### src/rtl/ucm_map.svh
`ifndef UCM_MAP_SVH
`define UCM_MAP_SVH
`define UCM_A_MODE 4'h0
`define UCM_A_MODE2 4'h1
`define UCM_A_CMD 4'h2
`define UCM_A_STAT 4'h3
`define UCM_A_DATA 4'h4
`define UCM_A_OUTPUT_SOURCE_CONFIG 4'h5
`define UCM_A_CHG 4'h6
`define UCM_A_CFG 4'h7
`define UCM_A_IMSK 4'h8
`define UCM_A_INPUT 4'hD
`define UCM_A_OPSET 4'hE
`define UCM_A_OPCLR 4'hF
`define UCM_M_PAREN 2
`define UCM_M_PARODD 3
`define UCM_M_STOP2 6
`define UCM_M_X16 7
`define UCM_M2_CTS 4
`define UCM_M2_RTS 5
`define UCM_C_RXEN 0
`define UCM_C_RXDIS 1
`define UCM_C_TXEN 2
`define UCM_C_TXDIS 3
`define UCM_C_RXRST 4
`define UCM_C_TXRST 5
`define UCM_C_BRKON 6
`define UCM_C_BRKOFF 7
`define UCM_S_RECEIVE_READY_FLAG 0
`define UCM_S_FIFO_FULL_FLAG 1
`define UCM_S_TRANSMIT_READY_FLAG 2
`define UCM_S_TXEMT 3
`define UCM_S_OVR 4
`define UCM_MODE_RST 8'h83
`define UCM_MODE2_RST 8'h00
`define UCM_OUTPUT_SOURCE_CONFIG_RST 8'h00
`define UCM_CFG_RST 8'h01
`define UCM_IMSK_RST 8'h00
`define UCM_LATCH_RST 8'h00
`define UCM_TICK_HALF 4'h7
`define UCM_TICK_LAST 4'hF
`define UCM_XTAL_EDGES 2'h2
`endif

### src/rtl/ucm_pkg.sv
package ucm_pkg;
    typedef enum logic [2:0] {
        TX_IDLE, TX_START, TX_DATA, TX_PAR, TX_STOP
    } ucm_tx_st_t;
    typedef enum logic [2:0] {
        RX_IDLE, RX_START, RX_DATA, RX_PAR, RX_STOP, RX_HALF, RX_BRK
    } ucm_rx_st_t;
endpackage : ucm_pkg

### src/rtl/ucm_top.sv
`timescale 1ns/10ps
`include "ucm_map.svh"
module ucm_top
    import ucm_pkg::*;
(
    input wire logic clk,
    input wire logic srst,
    input wire logic [3:0] addr,
    input wire logic [7:0] wdata,
    input wire logic wr_en,
    input wire logic rd_en,
    output logic [7:0] rdata,
    input wire logic tick_16x,
    input wire logic bit_clock_1x,
    input wire logic sample_38k_tick,
    input wire logic crystal_clock_input,
    input wire logic bus_mode_68k,
    input wire logic [6:0] general_input,
    input wire logic rxd,
    output logic txd,
    output logic [7:0] general_output,
    output logic interrupt_output_n
);
    // Pointer step that wraps at the selected depth
    function automatic logic [3:0] ucm_next(input logic [3:0] p,
                                            input logic deep);
        ucm_next = deep ? p + 4'h1 : {1'b0, p[2:0] + 3'h1};
    endfunction : ucm_next

    function automatic logic ucm_parity(input logic [7:0] d,
                                        input logic [1:0] len,
                                        input logic odd);
        ucm_parity = (^(d & (8'hFF >> (2'h3 - len)))) ^ odd;
    endfunction : ucm_parity

    logic [7:0] mode_q, mode_d, mode2_q, mode2_d, output_source_config_q, output_source_config_d;
    logic [7:0] cfg_q, cfg_d, imsk_q, imsk_d, latch_q, latch_d;
    logic rx_en_q, rx_en_d, tx_en_q, tx_en_d, brk_q, brk_d;
    logic bclk_q, xtal_q, rx_prev_q, bclk_rise, xtal_edge;
    logic cmd_wr, cmd_txen, cmd_txrst, cmd_rxrst, wr_data, rd_data;
    logic [4:0] depth;
    logic x16;

    assign cmd_wr = wr_en && addr == `UCM_A_CMD;
    assign cmd_txen = cmd_wr && wdata[`UCM_C_TXEN];
    assign cmd_txrst = cmd_wr && wdata[`UCM_C_TXRST];
    assign cmd_rxrst = cmd_wr && wdata[`UCM_C_RXRST];
    assign wr_data = wr_en && addr == `UCM_A_DATA;
    assign rd_data = rd_en && addr == `UCM_A_DATA;
    assign depth = cfg_q[0] ? 5'h10 : 5'h08;
    assign x16 = mode_q[`UCM_M_X16];
    assign bclk_rise = bit_clock_1x && !bclk_q;
    assign xtal_edge = crystal_clock_input ^ xtal_q;

    // Edge reference copies of the slow pins
    always_ff @(posedge clk) begin
        if (srst) begin
            bclk_q <= 1'b0;
            xtal_q <= 1'b0;
            rx_prev_q <= 1'b1;
        end else begin
            bclk_q <= bit_clock_1x;
            xtal_q <= crystal_clock_input;
            rx_prev_q <= rxd;
        end
    end

    // Transmitter state
    ucm_tx_st_t tx_st_q, tx_st_d;
    logic [7:0] tx_mem_q [16];
    logic [3:0] tx_wp_q, tx_wp_d, tx_rp_q, tx_rp_d, tx_sub_q, tx_sub_d;
    logic [4:0] tx_cnt_q, tx_cnt_d;
    logic [7:0] tx_sh_q, tx_sh_d;
    logic [2:0] tx_bit_q, tx_bit_d;
    logic tx_par_q, tx_par_d, tx_stop_q, tx_stop_d, txd_q, txd_d;
    logic tx_emt_q, tx_emt_d, tx_push, tx_pop, tx_tick, tx_full, tx_rdy;
    logic tx_drained;

    assign tx_full = tx_cnt_q == depth;
    assign tx_rdy = tx_en_q && !tx_full;
    assign tx_drained = tx_st_q == TX_IDLE && tx_cnt_q == 5'h00;
    assign tx_tick = x16 ? (tick_16x && tx_sub_q == `UCM_TICK_LAST)
                         : bclk_rise;

    // Commands and software-written configuration
    always_comb begin
        mode_d = mode_q;
        mode2_d = mode2_q;
        output_source_config_d = output_source_config_q;
        cfg_d = cfg_q;
        imsk_d = imsk_q;
        latch_d = latch_q;
        rx_en_d = rx_en_q;
        tx_en_d = tx_en_q;
        brk_d = brk_q;
        if (wr_en) begin
            case (addr)
                `UCM_A_MODE: mode_d = wdata;
                `UCM_A_MODE2: mode2_d = wdata;
                `UCM_A_OUTPUT_SOURCE_CONFIG: output_source_config_d = wdata;
                `UCM_A_CFG: cfg_d = wdata;
                `UCM_A_IMSK: imsk_d = wdata;
                `UCM_A_OPSET: latch_d = latch_q | wdata;
                `UCM_A_OPCLR: latch_d = latch_q & ~wdata;
                `UCM_A_CMD: begin
                    if (wdata[`UCM_C_RXEN]) rx_en_d = 1'b1;
                    if (wdata[`UCM_C_RXDIS]) rx_en_d = 1'b0;
                    if (wdata[`UCM_C_TXEN]) tx_en_d = 1'b1;
                    if (wdata[`UCM_C_TXDIS]) tx_en_d = 1'b0;
                    if (wdata[`UCM_C_BRKON]) brk_d = 1'b1;
                    if (wdata[`UCM_C_BRKOFF]) brk_d = 1'b0;
                    if (wdata[`UCM_C_TXRST]) begin
                        tx_en_d = 1'b0;
                        brk_d = 1'b0;
                    end
                end
                default: ;
            endcase
        end
        // End of message: drop request-to-send once fully drained
        if (mode2_q[`UCM_M2_RTS] && !tx_en_q && tx_drained) begin
            latch_d[0] = 1'b0;
        end
    end

    always_ff @(posedge clk) begin
        if (srst) begin
            mode_q <= `UCM_MODE_RST;
            mode2_q <= `UCM_MODE2_RST;
            output_source_config_q <= `UCM_OUTPUT_SOURCE_CONFIG_RST;
            cfg_q <= `UCM_CFG_RST;
            imsk_q <= `UCM_IMSK_RST;
            latch_q <= `UCM_LATCH_RST;
            rx_en_q <= 1'b0;
            tx_en_q <= 1'b0;
            brk_q <= 1'b0;
        end else begin
            mode_q <= mode_d;
            mode2_q <= mode2_d;
            output_source_config_q <= output_source_config_d;
            cfg_q <= cfg_d;
            imsk_q <= imsk_d;
            latch_q <= latch_d;
            rx_en_q <= rx_en_d;
            tx_en_q <= tx_en_d;
            brk_q <= brk_d;
        end
    end

    // Transmit FIFO and serialiser; keeps draining after a disable
    always_comb begin
        tx_st_d = tx_st_q;
        tx_wp_d = tx_wp_q;
        tx_rp_d = tx_rp_q;
        tx_cnt_d = tx_cnt_q;
        tx_sh_d = tx_sh_q;
        tx_bit_d = tx_bit_q;
        tx_par_d = tx_par_q;
        tx_stop_d = tx_stop_q;
        tx_emt_d = tx_emt_q;
        tx_sub_d = tick_16x ? tx_sub_q + 4'h1 : tx_sub_q;
        tx_push = wr_data && tx_rdy;
        tx_pop = 1'b0;
        case (tx_st_q)
            TX_IDLE: begin
                tx_sub_d = 4'h0;
                // CTS is looked at only here, between characters
                if (tx_cnt_q != 5'h00 && !(mode2_q[`UCM_M2_CTS] &&
                    general_input[0])) begin
                    tx_pop = 1'b1;
                    tx_sh_d = tx_mem_q[tx_rp_q];
                    tx_par_d = ucm_parity(tx_mem_q[tx_rp_q], mode_q[1:0],
                                          mode_q[`UCM_M_PARODD]);
                    tx_st_d = TX_START;
                end
            end
            TX_START: if (tx_tick) begin
                tx_bit_d = 3'h0;
                tx_st_d = TX_DATA;
            end
            TX_DATA: if (tx_tick) begin
                tx_sh_d = {1'b0, tx_sh_q[7:1]};
                tx_bit_d = tx_bit_q + 3'h1;
                if (tx_bit_q == {1'b0, mode_q[1:0]} + 3'h4) begin
                    tx_st_d = mode_q[`UCM_M_PAREN] ? TX_PAR : TX_STOP;
                    tx_stop_d = 1'b0;
                end
            end
            TX_PAR: if (tx_tick) begin
                tx_st_d = TX_STOP;
                tx_stop_d = 1'b0;
            end
            TX_STOP: if (tx_tick) begin
                tx_stop_d = 1'b1;
                if (tx_stop_q || !mode_q[`UCM_M_STOP2]) begin
                    tx_st_d = TX_IDLE;
                    if (tx_cnt_q == 5'h00) tx_emt_d = 1'b1;
                end
            end
            default: tx_st_d = TX_IDLE;
        endcase
        if (tx_push) begin
            tx_wp_d = ucm_next(tx_wp_q, cfg_q[0]);
            tx_emt_d = 1'b0;
        end
        if (tx_pop) tx_rp_d = ucm_next(tx_rp_q, cfg_q[0]);
        tx_cnt_d = tx_cnt_q + {4'h0, tx_push} - {4'h0, tx_pop};
        if (cmd_txen) tx_emt_d = 1'b1;
        if (cmd_txrst) begin
            tx_st_d = TX_IDLE;
            tx_wp_d = 4'h0;
            tx_rp_d = 4'h0;
            tx_cnt_d = 5'h00;
            tx_emt_d = 1'b0;
        end
        case (tx_st_q)
            TX_START: txd_d = 1'b0;
            TX_DATA: txd_d = tx_sh_q[0];
            TX_PAR: txd_d = tx_par_q;
            default: txd_d = 1'b1;
        endcase
        if (brk_q) txd_d = 1'b0;
    end

    always_ff @(posedge clk) begin
        if (srst) begin
            tx_st_q <= TX_IDLE;
            tx_wp_q <= 4'h0;
            tx_rp_q <= 4'h0;
            tx_cnt_q <= 5'h00;
            tx_sh_q <= 8'h00;
            tx_bit_q <= 3'h0;
            tx_par_q <= 1'b0;
            tx_stop_q <= 1'b0;
            tx_emt_q <= 1'b0;
            tx_sub_q <= 4'h0;
            txd_q <= 1'b1;
        end else begin
            tx_st_q <= tx_st_d;
            tx_wp_q <= tx_wp_d;
            tx_rp_q <= tx_rp_d;
            tx_cnt_q <= tx_cnt_d;
            tx_sh_q <= tx_sh_d;
            tx_bit_q <= tx_bit_d;
            tx_par_q <= tx_par_d;
            tx_stop_q <= tx_stop_d;
            tx_emt_q <= tx_emt_d;
            tx_sub_q <= tx_sub_d;
            txd_q <= txd_d;
        end
        if (tx_push) tx_mem_q[tx_wp_q] <= wdata;
    end

    // Receiver state
    ucm_rx_st_t rx_st_q, rx_st_d;
    logic [10:0] rx_mem_q [16];
    logic [10:0] hold_q, hold_d, rx_word, rx_top;
    logic [3:0] rx_wp_q, rx_wp_d, rx_rp_q, rx_rp_d, rx_sub_q, rx_sub_d;
    logic [4:0] rx_cnt_q, rx_cnt_d;
    logic [7:0] rx_sh_q, rx_sh_d, rx_data;
    logic [2:0] rx_bit_q, rx_bit_d;
    logic [1:0] xe_q, xe_d;
    logic rx_pbit_q, rx_pbit_d, held_q, held_d, ovr_q, ovr_d;
    logic rx_smp, rx_push, rx_pop, rx_full, rx_rdy, rx_zero;

    assign rx_full = rx_cnt_q == depth;
    assign rx_rdy = rx_cnt_q != 5'h00;
    assign rx_top = rx_rdy ? rx_mem_q[rx_rp_q] : 11'h000;
    assign rx_data = (rx_sh_q >> (2'h3 - mode_q[1:0]));
    assign rx_zero = rx_data == 8'h00 &&
                     !(mode_q[`UCM_M_PAREN] && rx_pbit_q);
    // Bit centres fall at count 7 of a counter zeroed at the edge
    assign rx_smp = x16 ? (tick_16x && rx_sub_q == `UCM_TICK_HALF)
                        : bclk_rise;

    always_comb begin
        rx_st_d = rx_st_q;
        rx_wp_d = rx_wp_q;
        rx_rp_d = rx_rp_q;
        rx_cnt_d = rx_cnt_q;
        rx_sh_d = rx_sh_q;
        rx_bit_d = rx_bit_q;
        rx_pbit_d = rx_pbit_q;
        hold_d = hold_q;
        held_d = held_q;
        ovr_d = ovr_q;
        xe_d = xe_q;
        rx_sub_d = tick_16x ? rx_sub_q + 4'h1 : rx_sub_q;
        rx_word = {3'h0, rx_data};
        rx_push = 1'b0;
        rx_pop = rd_data && rx_rdy;
        case (rx_st_q)
            RX_IDLE: if (rx_prev_q && !rxd) begin
                rx_sub_d = 4'h0;
                rx_st_d = RX_START;
            end
            RX_START: if (rx_smp) begin
                if (rxd) begin
                    rx_st_d = RX_IDLE;
                end else begin
                    rx_st_d = RX_DATA;
                    rx_bit_d = 3'h0;
                    rx_pbit_d = 1'b0;
                    if (held_q) begin
                        held_d = 1'b0;
                        ovr_d = 1'b1;
                    end
                end
            end
            RX_DATA: if (rx_smp) begin
                rx_sh_d = {rxd, rx_sh_q[7:1]};
                rx_bit_d = rx_bit_q + 3'h1;
                if (rx_bit_q == {1'b0, mode_q[1:0]} + 3'h4) begin
                    rx_st_d = mode_q[`UCM_M_PAREN] ? RX_PAR : RX_STOP;
                end
            end
            RX_PAR: if (rx_smp) begin
                rx_pbit_d = rxd;
                rx_st_d = RX_STOP;
            end
            RX_STOP: if (rx_smp) begin
                rx_word[8] = mode_q[`UCM_M_PAREN] && (rx_pbit_q !=
                    ucm_parity(rx_data, mode_q[1:0], mode_q[`UCM_M_PARODD]));
                rx_push = 1'b1;
                if (rxd) begin
                    rx_st_d = RX_IDLE;
                end else if (rx_zero) begin
                    rx_word = 11'h400;
                    xe_d = 2'h0;
                    rx_st_d = RX_BRK;
                end else begin
                    rx_word[9] = 1'b1;
                    rx_st_d = RX_HALF;
                end
            end
            RX_HALF: if (x16 ? (tick_16x && rx_sub_q == `UCM_TICK_LAST)
                             : bclk_rise) begin
                rx_sub_d = 4'h0;
                rx_st_d = rxd ? RX_IDLE : RX_START;
            end
            RX_BRK: begin
                // Line must stay high across two crystal edges
                if (!rxd) xe_d = 2'h0;
                else if (xtal_edge) xe_d = xe_q + 2'h1;
                if (xe_q == `UCM_XTAL_EDGES) rx_st_d = RX_IDLE;
            end
            default: rx_st_d = RX_IDLE;
        endcase
        // Full FIFO parks the new character in the holding slot
        if (rx_push && rx_full) begin
            rx_push = 1'b0;
            hold_d = rx_word;
            held_d = 1'b1;
        end else if (held_q && !rx_full && rx_st_q != RX_START) begin
            rx_push = 1'b1;
            rx_word = hold_q;
            held_d = 1'b0;
        end
        if (rx_push) rx_wp_d = ucm_next(rx_wp_q, cfg_q[0]);
        if (rx_pop) rx_rp_d = ucm_next(rx_rp_q, cfg_q[0]);
        rx_cnt_d = rx_cnt_q + {4'h0, rx_push} - {4'h0, rx_pop};
        if (!rx_en_q) rx_st_d = RX_IDLE;
        if (cmd_rxrst) begin
            rx_st_d = RX_IDLE;
            rx_wp_d = 4'h0;
            rx_rp_d = 4'h0;
            rx_cnt_d = 5'h00;
            held_d = 1'b0;
            ovr_d = 1'b0;
            rx_push = 1'b0;
        end
    end

    always_ff @(posedge clk) begin
        if (srst) begin
            rx_st_q <= RX_IDLE;
            rx_wp_q <= 4'h0;
            rx_rp_q <= 4'h0;
            rx_cnt_q <= 5'h00;
            rx_sh_q <= 8'h00;
            rx_bit_q <= 3'h0;
            rx_pbit_q <= 1'b0;
            hold_q <= 11'h000;
            held_q <= 1'b0;
            ovr_q <= 1'b0;
            xe_q <= 2'h0;
            rx_sub_q <= 4'h0;
        end else begin
            rx_st_q <= rx_st_d;
            rx_wp_q <= rx_wp_d;
            rx_rp_q <= rx_rp_d;
            rx_cnt_q <= rx_cnt_d;
            rx_sh_q <= rx_sh_d;
            rx_bit_q <= rx_bit_d;
            rx_pbit_q <= rx_pbit_d;
            hold_q <= hold_d;
            held_q <= held_d;
            ovr_q <= ovr_d;
            xe_q <= xe_d;
            rx_sub_q <= rx_sub_d;
        end
        if (rx_push) rx_mem_q[rx_wp_q] <= rx_word;
    end

    // Change detectors; a set in the clearing read cycle survives
    logic [3:0] smp_q, smp_d, acc_q, acc_d, chg_q, chg_d, chg_set;
    always_comb begin
        smp_d = smp_q;
        acc_d = acc_q;
        chg_set = 4'h0;
        if (sample_38k_tick) begin
            smp_d = general_input[3:0];
            chg_set = ~(general_input[3:0] ^ smp_q) &
                      (general_input[3:0] ^ acc_q);
            acc_d = acc_q ^ chg_set;
        end
        chg_d = ((rd_en && addr == `UCM_A_CHG) ? 4'h0 : chg_q) |
                chg_set;
    end

    always_ff @(posedge clk) begin
        if (srst) begin
            smp_q <= 4'h0;
            acc_q <= 4'h0;
            chg_q <= 4'h0;
        end else begin
            smp_q <= smp_d;
            acc_q <= acc_d;
            chg_q <= chg_d;
        end
    end

    // Read mux, output pins and interrupt line, all registered
    logic [7:0] rdata_d, op_d;
    always_comb begin
        rdata_d = 8'h00;
        if (rd_en) begin
            case (addr)
                `UCM_A_MODE: rdata_d = mode_q;
                `UCM_A_MODE2: rdata_d = mode2_q;
                `UCM_A_STAT: rdata_d = {rx_top[10:8], ovr_q, tx_emt_q,
                                        tx_rdy, rx_full, rx_rdy};
                `UCM_A_DATA: rdata_d = rx_top[7:0];
                `UCM_A_OUTPUT_SOURCE_CONFIG: rdata_d = output_source_config_q;
                `UCM_A_CHG: rdata_d = {acc_q, chg_q};
                `UCM_A_CFG: rdata_d = cfg_q;
                `UCM_A_IMSK: rdata_d = imsk_q;
                `UCM_A_INPUT: rdata_d = {1'b1,
                    general_input[6] && !bus_mode_68k,
                    general_input[5:0]};
                default: rdata_d = 8'h00;
            endcase
        end
        op_d = ~latch_q;
        if (output_source_config_q[2]) op_d[2] = txd_q;
        if (output_source_config_q[3]) op_d[3] = ~|chg_q;
        if (output_source_config_q[4]) op_d[4] = !rx_rdy;
        if (output_source_config_q[5]) op_d[5] = !rx_full;
        if (output_source_config_q[6]) op_d[6] = !tx_rdy;
        if (output_source_config_q[7]) op_d[7] = !tx_emt_q;
    end

    always_ff @(posedge clk) begin
        if (srst) begin
            rdata <= 8'h00;
            general_output <= 8'hFF;
            interrupt_output_n <= 1'b1;
        end else begin
            rdata <= rdata_d;
            general_output <= op_d;
            interrupt_output_n <= !(|(imsk_q[3:0] &
                {rx_full, |chg_q, rx_rdy, tx_rdy}));
        end
    end
    assign txd = txd_q;
endmodule : ucm_top

### config.mk
export PLATFORM = sky130hd
export DESIGN_NAME = ucm_top
export DESIGN_NICKNAME = d
export VERILOG_FILES = /design/src/rtl/ucm_pkg.sv /design/src/rtl/ucm_top.sv
export VERILOG_INCLUDE_DIRS = /design/src /design/src/rtl
export SDC_FILE = /design/constraint.sdc
export NUM_CORES = 1
export LEC_CHECK = 0
export BUFFER_PORTS_ARGS = -buffer_cell sky130_fd_sc_hd__clkbuf_2
export CAP_MARGIN = 10
export CORE_MARGIN = 2
export CORE_UTILIZATION = 35
export DETAILED_ROUTE_END_ITERATION = 8
export SLEW_MARGIN = 20
export SYNTH_ARGS = -nofsm -noshare
export SYNTH_HDL_FRONTEND = slang
export SYNTH_SLANG_ARGS = --single-unit
### constraint.sdc
create_clock -name clk -period 4.6 [get_ports clk]
set_input_delay 0.92 -clock clk [delete_from_list [all_inputs] [get_ports clk]]
set_output_delay 0.92 -clock clk [all_outputs]
set_load 0.02 [all_outputs]
==> results_dict.tcl <==
set metrics [dict create \
    status "complete, no violations" \
    endpoint_kind "flip-flop" \
    drc 0 \
    num_antenna_cells 0 \
    overflow 0 \
    post_cts_buffers 0 \
    syn_area_per_cell_sq_um 13.31 \
    crit_chain "clkinv_1 > o21ai_0 > ha_1 > xor2_1 > xnor2_1 > xnor2_1 > xnor2_1 > or4_1 > o21ai_0 > buf_4" \
    num_rows 87 \
    crit_path_start_kind "flip-flop" \
    synth_common_cells "304 x edfxtp_1, 173 x dfxtp_1, 153 x nand2_1" \
    pwr-share-seq_pct 46.8 \
    die_y_um 243.7 \
    p_leak_uw 0.007782 \
    ys_async_sr_fraction_pct 0 \
    syn_nets 1571 \
    slew_violations 0 \
    dp.final_hpwl_um 32310 \
    synth_edf_count 304 \
    cp_top_family "flip-flops" \
    pwr-share-clk_pct 39.8 \
    ys_types 76 \
    insertion_delay_ns 0.60 \
    peakVddDrop_v 0.0003038 \
    coreArea_sq_mm 0.05660 \
    timing.hold.ws_ns 0.3924 \
    wl_per_cell_um 20.56 \
    critPathMaxStageDelay_ns 0.77 \
    synth_area_leaders "edfxtp_1 45%, dfxtp_1 17%, mux4_2 9.3%, nand2_1 2.9%, nor2_1 2.7%" \
    crit_top_cell "xnor2_1" \
    yosysMostFrequentCell "edfxtp_1" \
    worst_slack_ns 0.9475 \
    clk_pin_slew_ns 0.06 \
    finalClockSkew_ns 0.04003 \
    relSlewSlack_pct 31.43 \
    track_usage_pct 16.29 \
    startpoint "mode_q[0]$_SDFFE_PP1P_" \
    drt-total-wl_um 48570 \
    fin_setup_tns_ns 0 \
    ios 47 \
    dieArea_sq_mm 0.05939 \
    setup_violations 0 \
    seq_area_sq_mm 0.01260 \
    floorplan.initialDensity_pct 35.53 \
    p_switching_uw 2608 \
    dr.pass1.iters 6 \
    area_delta_synth_final_pct 14.24 \
    fin_crit_ns 3.652 \
    ctsResizeCount 0 \
    htreeDepth 2 \
    final_net_count 1625 \
    synth_warnings 0 \
    tightest_slew_ns 1.025 \
    clk_path_buf_depth 3 \
    period_share_pct 79.40 \
    reg2reg_depth 10 \
    synth-seq-cells 477 \
    required_ns 5.00 \
    clock_sinks 477 \
    drive_gt1_share_pct 17.93 \
    swShare_pct 25.40 \
    arrival_ns 4.05 \
    combPwrFrac_pct 13.4 \
    synthFlopType "edfxtp_1" \
    syn_inst 1511 \
    grt_pass1_vias 12276 \
    crit_type "flip-flop to flip-flop" \
    r2r-start "mode_q[0]$_SDFFE_PP1P_" \
    drt_iter0_markers 1020 \
    path_buf_inv 2 \
    ys_seq_area_share_pct 62.62 \
    synth_top_area_share_pct 45.40 \
    die_x_um 243.7 \
    cts_tree "built" \
    cp.depth 10 \
    fmax_mhz 273.8 \
    place_ws_ns 0.6239 \
    ant_nets 0 \
    utilization_pct 40.59 \
    numCtsBuffers 50 \
    io_buffer_count 46 \
    rsz0062_at_grt "no" \
    place_area_sq_mm 0.02128 \
    hold_buffers 0 \
    power.density_mw_per_mm2 446.9 \
    cp_max_fo 16 \
    netlist_area_sq_mm 0.02011 \
    via_count 12537 \
    r2r_slack_ns 0.95 \
    via_per_inst 5.308 \
    cts-root-buf "clkbuf_16" \
    grt_pass1_wl_um 74870 \
    gp_congestion 0.9174 \
    cap_violations 0 \
    design_area_sq_mm 0.02297 \
    fillers 5291 \
    crit_end "rx_mem_q[3][8]$_DFFE_PP_" \
    grt_max_degree 102 \
    cpMaxStageDelayCell "dfxtp_1" \
    multi_input_area_sq_mm 0.007027 \
    worst_r2r_endpoint "rx_mem_q[3][8]$_DFFE_PP_" \
    grt_antenna_before_repair 0 \
    finalHoldViolCount 0 \
    min_path_type "flip-flop to flip-flop" \
    intPower_uw 7659 \
    yosys.area.top_type "edfxtp_1" \
]
registers in the layout, indices dropped and copies added, names as in the netlist, 4 cells and up, named ones only:
signal	count
mode2_q	8
cfg_q	8
smp_q	4
rx_wp_q	4
hold_q	11
tx_cnt_q	5
rx_sh_q	8
tx_rp_q	4
imsk_q	8
tx_sh_q	8
rx_sub_q	4
mode_q	8
tx_sub_q	4
rx_rp_q	4
rx_mem_q	176
output_source_config_q	8
chg_q	4
tx_mem_q	128
rx_cnt_q	5
tx_wp_q	4
general_output	8
rdata	8
worst min path at each step:
stage / from / end / slack (ns) / cells past startpoint
final: flip-flop / general_output[1]$_SDFF_PP1_ / 0.39 / 1
after global routing: flip-flop / general_output[1]$_SDFF_PP1_ / 0.42 / 1
after CTS: flip-flop / general_output[1]$_SDFF_PP1_ / 0.40 / 1
after detailed placement: flip-flop / general_output[0]$_SDFF_PP1_ / 0.38 / 1
after global placement: flip-flop / general_output[1]$_SDFF_PP1_ / 0.37 / 1
after floorplan: flip-flop / general_output[0]$_SDFF_PP1_ / 0.36 / 1
cell type report:
cell class | instances | area share (%)
tap | 756 | 4.117
timing repair buffer | 90 | 2.467
clock buffer | 75 | 6.525
clock inverter | 18 | 0.8224
sequential | 477 | 54.83
multi-input combinational | 906 | 30.59
inverter | 40 | 0.6536
worst reg2reg max path, cell delays in order (launching register included):
cell,delay (ns)
dfxtp_1,0.77
clkinv_1,0.45
o21ai_0,0.41
ha_1,0.30
xor2_1,0.18
xnor2_1,0.19
xnor2_1,0.15
xnor2_1,0.09
or4_1,0.50
o21ai_0,0.17
buf_4,0.24
per-stage QoR:
| stage | cells | total power, uW |
|---|---|---|
| after floorplan | 1511 | 5880 |
| after global placement | 2269 | 6233 |
| after detailed placement | 2269 | 6269 |
| after CTS | 2362 | 10360 |
| after global routing | 2362 | 10680 |
| final | 2362 | 10270 |
layout by cell type, fill, tap and decap left out, types with 4 or more instances in the layout:
master       n
nand2_1    153
xnor2_1     20
clkbuf_2    45
xor2_1      17
inv_1       38
clkbuf_8     9
or3_1        4
nor2b_1     17
mux4_2      83
nor3b_1      5
buf_4       44
nor2_1     145
a311oi_1    10
nor3_1      24
dfxtp_1    170
and2_1       6
clkinv_2     6
nor3_2       4
clkbuf_16   53
nand3_1     41
o21ai_0     36
nand3b_1     4
nand2b_1    10
a21o_1       7
mux2_2      17
a21oi_1     93
nand4_1      7
and3_1       6
edfxtp_1   304
a22oi_1     22
mux2i_1     52
a22o_1       6
ha_1        29
a31oi_1      7
clkbuf_1    13
o211ai_1     5
a211oi_1    16
mux4_1       5
per-layer routing:
layer  track usage (%)  up-vias  wire length [um]
met2             25.03      388             22070
met5                 0        -                 0
met4             4.932        0              1248
li1                  -     5766                 -
met3             3.018       90              2939
met1             23.40     6293             22310
logic make-up after synthesis:
| family | synth area share [%] |
|---|---|
| AOI/OAI and AO/OA | 7.243 |
| xor gates and xnor gates | 1.723 |
| adders and majority gates | 2.004 |
| buffers and inverters | 2.613 |
| DFF | 62.62 |
| muxes | 13.55 |
| and+or+nand+nor | 10.25 |
power by group through the flow:
stage | Clock [uW] | Sequential [uW] | Combinational, uW
4_1_cts | 4170 | 4810 | 1380
5_1_grt | 4350 | 4830 | 1500
3_3_place_gp | 0 | 4900 | 1340
6_report | 4080 | 4810 | 1380
2_1_floorplan | 0 | 4780 | 1100
3_5_place_dp | 0 | 4900 | 1370
Note: power is estimated with default switching activity, not from simulation.
